==> config.mk <==
export PLATFORM = sky130hd
export DESIGN_NAME = rmii_phy_end_flat
export DESIGN_NICKNAME = d
export VERILOG_FILES = /design/src/core/rmii_pkg.sv /design/src/core/rmii_link_if.sv /design/src/core/rmii_phy_end.sv /design/src/flat_wrapper.sv
export SDC_FILE = /design/constraint.sdc
export NUM_CORES = 1
export LEC_CHECK = 0
export ABC_AREA = 1
export BUFFER_PORTS_ARGS = -buffer_cell sky130_fd_sc_hd__buf_4
export CELL_PAD_IN_SITES_DETAIL_PLACEMENT = 1
export CELL_PAD_IN_SITES_GLOBAL_PLACEMENT = 2
export CORE_ASPECT_RATIO = 1.25
export CORE_UTILIZATION = 30
export CTS_CLUSTER_DIAMETER = 200
export CTS_CLUSTER_SIZE = 12
export DETAILED_ROUTE_END_ITERATION = 6
export PLACE_DENSITY_LB_ADDON = 0.3
export SETUP_SLACK_MARGIN = 0.4
export SLEW_MARGIN = 30
export SYNTH_ARGS = -nofsm -noshare
export SYNTH_HDL_FRONTEND = slang
export SYNTH_SLANG_ARGS = --single-unit
==> constraint.sdc <==
create_clock -name CLK -period 2.6 [get_ports CLK]
set_input_delay 0.26 -clock CLK [delete_from_list [all_inputs] [get_ports CLK]]
set_output_delay 0.26 -clock CLK [all_outputs]
set_load 0.01 [all_outputs]
==> src/core/rmii_pkg.sv <==
package rmii_pkg;
  // ********************************************************
  // Timing of the sampling clock and of the reference clock
  // ********************************************************
  localparam int CLK_PERIOD_NS = 100;
  localparam int REF_PERIOD_NS = 800;
  localparam int REF_HALF_CYCLES = REF_PERIOD_NS / (2 * CLK_PERIOD_NS);
  localparam logic [3:0] REF_HALF_LAST = 4'(REF_HALF_CYCLES - 1);
  localparam logic [3:0] COUNT_ZERO = 4'h0;
  localparam logic [3:0] COUNT_ONE = 4'h1;
  // At 10 Mbps every dibit spans ten reference cycles
  localparam int SLOW_REPEAT = 10;
  localparam logic [3:0] SLOW_REPEAT_LAST = 4'(SLOW_REPEAT - 1);

  // ********************************************************
  // Data values and buffer shape
  // ********************************************************
  localparam logic [1:0] IDLE_DIBIT = 2'h0;
  localparam int BUF_DEPTH = 2;
  localparam logic [1:0] BUF_FULL_COUNT = 2'h2;
  localparam logic [1:0] BUF_EMPTY_COUNT = 2'h0;
endpackage

==> src/core/rmii_link_if.sv <==
`timescale 1ns/10ps
interface rmii_link_if;
  logic ref_clk_out;
  logic crystal_input_pin;
  logic ref_clk;
  logic tx_en;
  logic [1:0] txd;
  logic crs_dv;
  logic [1:0] rxd;
  logic rx_er;

  // Only one source drives its clock line; the unused one is held low
  assign ref_clk = ref_clk_out | crystal_input_pin;

  modport phy
  (
    output ref_clk_out,
    input crystal_input_pin,
    input ref_clk,
    input tx_en,
    input txd,
    output crs_dv,
    output rxd,
    output rx_er
  );

  modport mac
  (
    input ref_clk,
    output crystal_input_pin,
    output tx_en,
    output txd,
    input crs_dv,
    input rxd,
    input rx_er
  );
endinterface

==> src/core/rmii_phy_end.sv <==
`timescale 1ns/10ps
module rmii_phy_end
  import rmii_pkg::*;
(
  input wire logic CLK,
  input wire logic RESET,
  input wire logic XTAL_BUILD,
  input wire logic SPEED_100,
  rmii_link_if.phy LINK,
  output logic TX_VALID,
  output logic [1:0] TX_DIBIT,
  output logic TX_ACTIVE,
  input wire logic RX_CARRIER,
  input wire logic RX_VALID,
  input wire logic [1:0] RX_DIBIT,
  output logic RX_READY,
  input wire logic RX_ERROR
);
  // ********************************************************
  // Reference clock source
  // ********************************************************
  logic xtal_reg;
  logic [3:0] div_reg;
  logic [3:0] div_next;
  logic gen_clk_reg;
  logic gen_clk_next;
  logic div_wrap;
  logic gen_rise;
  logic [3:0] sync1_reg;
  logic [3:0] sync2_reg;
  logic ext_clk_d_reg;
  logic ext_rise;
  logic ref_edge;

  assign div_wrap = div_reg == REF_HALF_LAST;
  assign div_next = div_wrap ? COUNT_ZERO : div_reg + COUNT_ONE;
  assign gen_clk_next = div_wrap ? ~gen_clk_reg : gen_clk_reg;
  // Act one cycle after the generated clock rises so the partner still
  // samples the old data at that rise
  assign gen_rise = gen_clk_reg & (div_reg == COUNT_ZERO);
  assign ext_rise = sync2_reg[3] & ~ext_clk_d_reg;
  assign ref_edge = xtal_reg ? gen_rise : ext_rise;
  assign LINK.ref_clk_out = xtal_reg & gen_clk_reg;

  always_ff @(posedge CLK)
  begin
    if (RESET)
    begin
      xtal_reg <= XTAL_BUILD;
      div_reg <= COUNT_ZERO;
      gen_clk_reg <= 1'b0;
    end
    else
    begin
      div_reg <= div_next;
      gen_clk_reg <= gen_clk_next;
    end
  end

  // Pins from the partner pass two flops before any use
  always_ff @(posedge CLK)
  begin
    if (RESET)
    begin
      sync1_reg <= 4'h0;
      sync2_reg <= 4'h0;
      ext_clk_d_reg <= 1'b0;
    end
    else
    begin
      sync1_reg <= {LINK.ref_clk, LINK.tx_en, LINK.txd};
      sync2_reg <= sync1_reg;
      ext_clk_d_reg <= sync2_reg[3];
    end
  end

  // ********************************************************
  // Transmit path
  // ********************************************************
  logic tx_en_s;
  logic [1:0] txd_s;
  logic [3:0] tx_cnt_reg;
  logic [3:0] tx_cnt_next;
  logic tx_take;

  assign tx_en_s = sync2_reg[2];
  assign txd_s = sync2_reg[1:0];
  // Slow mode takes the first edge of each ten-edge dibit
  assign tx_take = ref_edge & tx_en_s & (SPEED_100 | tx_cnt_reg == COUNT_ZERO);
  // Counting restarts whenever enable is low, so each frame aligns itself
  assign tx_cnt_next = (~tx_en_s | tx_cnt_reg == SLOW_REPEAT_LAST) ? COUNT_ZERO
                       : tx_cnt_reg + COUNT_ONE;

  always_ff @(posedge CLK)
  begin
    if (RESET)
    begin
      tx_cnt_reg <= COUNT_ZERO;
      TX_VALID <= 1'b0;
      TX_DIBIT <= IDLE_DIBIT;
      TX_ACTIVE <= 1'b0;
    end
    else
    begin
      TX_VALID <= tx_take;
      if (ref_edge)
      begin
        tx_cnt_reg <= tx_cnt_next;
        TX_ACTIVE <= tx_en_s;
      end
      if (tx_take)
      begin
        TX_DIBIT <= txd_s;
      end
    end
  end

  // ********************************************************
  // Receive buffer, two entries
  // ********************************************************
  logic [1:0] buf_mem [BUF_DEPTH];
  logic wr_ptr_reg;
  logic rd_ptr_reg;
  logic [1:0] count_reg;
  logic [1:0] count_next;
  logic buf_full;
  logic buf_empty;
  logic push;
  logic pop;

  assign buf_full = count_reg == BUF_FULL_COUNT;
  assign buf_empty = count_reg == BUF_EMPTY_COUNT;
  assign RX_READY = ~buf_full;
  assign push = RX_VALID & ~buf_full;
  assign count_next = count_reg + {1'b0, push} - {1'b0, pop};

  always_ff @(posedge CLK)
  begin
    if (push)
    begin
      buf_mem[wr_ptr_reg] <= RX_DIBIT;
    end
  end

  always_ff @(posedge CLK)
  begin
    if (RESET)
    begin
      wr_ptr_reg <= 1'b0;
      rd_ptr_reg <= 1'b0;
      count_reg <= BUF_EMPTY_COUNT;
    end
    else
    begin
      wr_ptr_reg <= wr_ptr_reg ^ push;
      rd_ptr_reg <= rd_ptr_reg ^ pop;
      count_reg <= count_next;
    end
  end

  // ********************************************************
  // Receive signalling
  // ********************************************************
  logic carrier_reg;
  logic [1:0] rxd_reg;
  logic rx_er_reg;
  logic err_pend_reg;
  logic err_pend_next;
  logic [3:0] rx_cnt_reg;
  logic [3:0] rx_cnt_next;
  logic rx_slot;
  logic carrier_end;
  logic carrier_next;

  assign rx_slot = ref_edge & (SPEED_100 | rx_cnt_reg == COUNT_ZERO);
  assign rx_cnt_next = (~carrier_reg | rx_cnt_reg == SLOW_REPEAT_LAST) ? COUNT_ZERO
                       : rx_cnt_reg + COUNT_ONE;
  // Sense is held until every buffered dibit has been sent
  assign carrier_end = rx_slot & ~RX_CARRIER & buf_empty;
  // Rises in any sampling cycle, not waiting for a reference edge
  assign carrier_next = RX_CARRIER | (carrier_reg & ~carrier_end);
  assign pop = rx_slot & carrier_reg & ~buf_empty;
  // A new error outranks the clear of one being reported
  assign err_pend_next = (RX_ERROR & carrier_reg) | (err_pend_reg & ~rx_slot);

  always_ff @(posedge CLK)
  begin
    if (RESET)
    begin
      carrier_reg <= 1'b0;
      rxd_reg <= IDLE_DIBIT;
      rx_er_reg <= 1'b0;
      err_pend_reg <= 1'b0;
      rx_cnt_reg <= COUNT_ZERO;
    end
    else
    begin
      carrier_reg <= carrier_next;
      err_pend_reg <= err_pend_next;
      if (ref_edge)
      begin
        rx_cnt_reg <= rx_cnt_next;
      end
      if (rx_slot)
      begin
        // Empty buffer means nothing decoded yet, so idle shows
        rxd_reg <= pop ? buf_mem[rd_ptr_reg] : IDLE_DIBIT;
        rx_er_reg <= carrier_reg & ~carrier_end & (err_pend_reg | RX_ERROR);
      end
    end
  end

  assign LINK.crs_dv = carrier_reg;
  assign LINK.rxd = rxd_reg;
  assign LINK.rx_er = rx_er_reg;
endmodule

==> src/flat_wrapper.sv <==
// flat-port wrapper written by rule: the top's interface ports become plain ports
module rmii_phy_end_flat import rmii_pkg::*;
  (CLK, RESET, XTAL_BUILD, SPEED_100, TX_VALID, TX_DIBIT, TX_ACTIVE, RX_CARRIER, RX_VALID, RX_DIBIT, RX_READY, RX_ERROR, LINK_ref_clk_out, LINK_crystal_input_pin, LINK_tx_en, LINK_txd, LINK_crs_dv, LINK_rxd, LINK_rx_er);
  rmii_link_if LINK_i ();
  input wire logic CLK;
  input wire logic RESET;
  input wire logic XTAL_BUILD;
  input wire logic SPEED_100;
  output logic TX_VALID;
  output logic [1:0] TX_DIBIT;
  output logic TX_ACTIVE;
  input wire logic RX_CARRIER;
  input wire logic RX_VALID;
  input wire logic [1:0] RX_DIBIT;
  output logic RX_READY;
  input wire logic RX_ERROR;
  output wire logic [$bits(LINK_i.ref_clk_out)-1:0] LINK_ref_clk_out;
  input wire logic [$bits(LINK_i.crystal_input_pin)-1:0] LINK_crystal_input_pin;
  input wire logic [$bits(LINK_i.tx_en)-1:0] LINK_tx_en;
  input wire logic [$bits(LINK_i.txd)-1:0] LINK_txd;
  output wire logic [$bits(LINK_i.crs_dv)-1:0] LINK_crs_dv;
  output wire logic [$bits(LINK_i.rxd)-1:0] LINK_rxd;
  output wire logic [$bits(LINK_i.rx_er)-1:0] LINK_rx_er;
  assign LINK_ref_clk_out = LINK_i.ref_clk_out;
  assign LINK_i.crystal_input_pin = LINK_crystal_input_pin;
  assign LINK_i.tx_en = LINK_tx_en;
  assign LINK_i.txd = LINK_txd;
  assign LINK_crs_dv = LINK_i.crs_dv;
  assign LINK_rxd = LINK_i.rxd;
  assign LINK_rx_er = LINK_i.rx_er;
  rmii_phy_end u_core (.CLK(CLK), .RESET(RESET), .XTAL_BUILD(XTAL_BUILD), .SPEED_100(SPEED_100), .LINK(LINK_i), .TX_VALID(TX_VALID), .TX_DIBIT(TX_DIBIT), .TX_ACTIVE(TX_ACTIVE), .RX_CARRIER(RX_CARRIER), .RX_VALID(RX_VALID), .RX_DIBIT(RX_DIBIT), .RX_READY(RX_READY), .RX_ERROR(RX_ERROR));
endmodule
==> results.cfg <==
[run_status]
outcome = finished clean

[power_and_ir_drop]
ir_drop_v = 0.0003209
powerDensity_nw_per_um2 = 630.0
switchingPower_w = 0.0003198
cell_internal_pwr_w = 0.001007
seq_power_share = 0.513
p_total_w = 0.001327
clock_power_share = 0.376
swShare = 0.2411
leakagePower_nw = 0.9530
combPwrFrac = 0.111

[synth]
synth_cell_types = 26
syn_nets = 225
synth-seq-cells = 40
yosys_warnings = 0
ys_seq_area_frac = 0.4935
synth_edf_count = 5
synth_area_um2 = 1724
yosys.area.top_type_share = 0.4064
yosysTopAreaCell = dfxtp_1
netlist_instances = 200
synth_area_leaders = dfxtp_1, edfxtp_1, ha_1, nor2_1, inv_1
async_flop_share = 0
synth_flop_cell = dfxtp_1
syn_area_per_cell_um2 = 8.621

[global_routing]
gr-usage-all-layers = 0.1183
grt_antenna_before_repair = 0
grt_overflow_total = 0
grt_start_max_net_pins = 22
grt_pass1_vias = 1262
grt_first_pass_wirelength_mm = 5.568

[cells_and_area]
mostFrequentLayoutCell = nor2_1
mostFrequentLayoutCells = nor2_1, inv_1, dfxtp_1
nets = 255
num_antenna_cells = 0
area_delta_synth_final_pct = 22.13
drive_above_1_share = 0.2121

[clocking]
tritoncts = yes
clock-sinks = 40
path_clk_slew_ps = 80
cts_made_buffers = 5
clk_path_buf_depth = 2
clk_latency_ps = 290
hold_buffers = 0
cts_max_level = 2
cts_root_buf = clkbuf_8

[worst_setup_path]
endpoint = u_core.count_reg[1]$_SDFF_PP0_
worstReg2RegStart = u_core.div_reg[0]$_SDFF_PP0_
cp.required_ps = 2780
critPathMostFrequentCell = inv_1
cp.depth = 14
crit_arrival_ps = 2150
worstSetupPathType = reg -> reg
cp_slowest_cell = dfxtp_2
max_stage_delay_ps = 350
cp_top_family = adder cells
crit_fanout = 8
crit_start = u_core.div_reg[0]$_SDFF_PP0_
r2r_cells = 14
r2r-end = u_core.count_reg[1]$_SDFF_PP0_
critical_path.cell_chain = inv_1, ha_1, inv_1, nor2_2, nand2_2, nand2_8, nand4_4, inv_1, ha_1, inv_1, ha_1, xor2_2, o21ai_1, a21oi_1
cp-start-kind = register
worstSetupEndpointType = register
reg2reg_slack_ps = 630
cp_num_buf_inv = 4

[timing]
relSlewSlack = 0.7336
fin_worst_skew_ps = 2.284
slew_violations = 0
finalHoldViolCount = 0
post-route-min-period_ps = 1969
setup_viol = 0
fmax_mhz = 507.8
worst_pin_slew_ps = 396.1
timing.final.crit_share = 0.7573
rsz0062_at_grt = false
finalSetupTns_ps = 0

[route]
drt_iter0_drc = 37
drcViolationCount = 0
vias = 1284
postRouteAntennaNets = 0
drt_wl_total_mm = 3.293
wire_per_inst_um = 11.16
via_per_inst = 4.353
dr.pass1.iters = 3

[min_path]
hold_path_class = in -> reg

[die]
io_pins = 23
die-height_um = 86.76
placement_rows = 30
initial_core_util = 0.3146
fp.dieW_um = 69.81
coreArea_um2 = 5480
die_area_um2 = 6056

[job]
cap_violations = 0

[place]
io_buffers = 22
gp_congestion = 0.7250
dp_hpwl_mm = 2.327
==> cells by family after synthesis <==
kind of cell | after synthesis | synth area share
simple gates | 86 | 0.2228
fa+ha+maj | 12 | 0.08708
flops | 40 | 0.4935
buf+inv | 36 | 0.08926
compound gates | 17 | 0.06023
xor+xnor | 7 | 0.03556
mux | 2 | 0.01161
==> how the worst min path moves through the flow <==
stage                                               from                              to  slack, ps  cells past startpoint
after floorplan                              RX_DIBIT[0]  u_core.buf_mem[0][0]$_DFFE_PP_        360                      0
after global placement    u_core.sync1_reg[0]$_SDFF_PP0_  u_core.sync2_reg[0]$_SDFF_PP0_        390                      2
after detailed placement  u_core.sync1_reg[1]$_SDFF_PP0_  u_core.sync2_reg[1]$_SDFF_PP0_        400                      2
after CTS                                     XTAL_BUILD       u_core.xtal_reg$_DFFE_PP_        140                      1
after global routing                          XTAL_BUILD       u_core.xtal_reg$_DFFE_PP_        130                      1
final                                         XTAL_BUILD       u_core.xtal_reg$_DFFE_PP_        150                      1
==> metrics by stage <==
stage,cell area (um2),instances,hold slack (ps),util,worst slack [ps]
floorplan,1724,200,358.9,-,725.4
global placement,1939,283,390.8,0.3539,573.9
detailed placement,1939,283,400.3,0.3539,473.9
CTS,2047,291,140.5,0.3735,442.6
global route,2106,295,130.9,0.3842,420.1
finish,2106,295,148.6,0.3842,630.9
==> cells in the mapped netlist (all sizes together) (2+ instances only) <==
library cell / instances
nor3: 4
a21boi: 3
o21ai: 3
a21oi: 9
nand2: 35
nand3: 4
nor2: 40
buf: 2
xor2: 6
nand4: 2
ha: 12
mux2i: 2
dfxtp: 35
inv: 33
edfxtp: 5
==> area by class of cell <==
class	instances	area [um2]
Tap cell	64	80.08
Sequential cell	40	854.6
Clock buffer	6	72.57
Multi-Input combinational cell	124	744.5
Timing Repair Buffer	26	195.2
Inverter	33	123.9
Clock inverter	2	35.03
Fill cell	667	3374
==> power groups by stage <==
stage	clock network, W	registers [W]	logic, W
floorplan	0	0.000690	0.0000969
global placement	0	0.000693	0.000137
detailed placement	0	0.000694	0.000140
CTS	0.000513	0.000680	0.000141
global route	0.000547	0.000687	0.000170
finish	0.000499	0.000681	0.000147
==> timing repair <==
item	CTS	global route
gates resized for setup	0	7
setup buffers	0	4
endpoints found under the setup margin	0	1
==> per-layer routing <==
metal / track usage / wire length, um
met1: 0.1354 / 1514
met4: 0.04909 / 57
met3: 0.03488 / 100
met2: 0.2054 / 1621
met5: 0 / 0
==> worst register-to-register path, cell delays in order (launching register included) <==
cell     delay, ps
dfxtp_2        350
inv_1           50
ha_1           190
inv_1           70
nor2_2          40
nand2_2         90
nand2_8         80
nand4_4        100
inv_1           50
ha_1           260
inv_1           40
ha_1           210
xor2_2         150
o21ai_1        120
a21oi_1         50
Note: power is estimated with default switching activity, not from simulation.
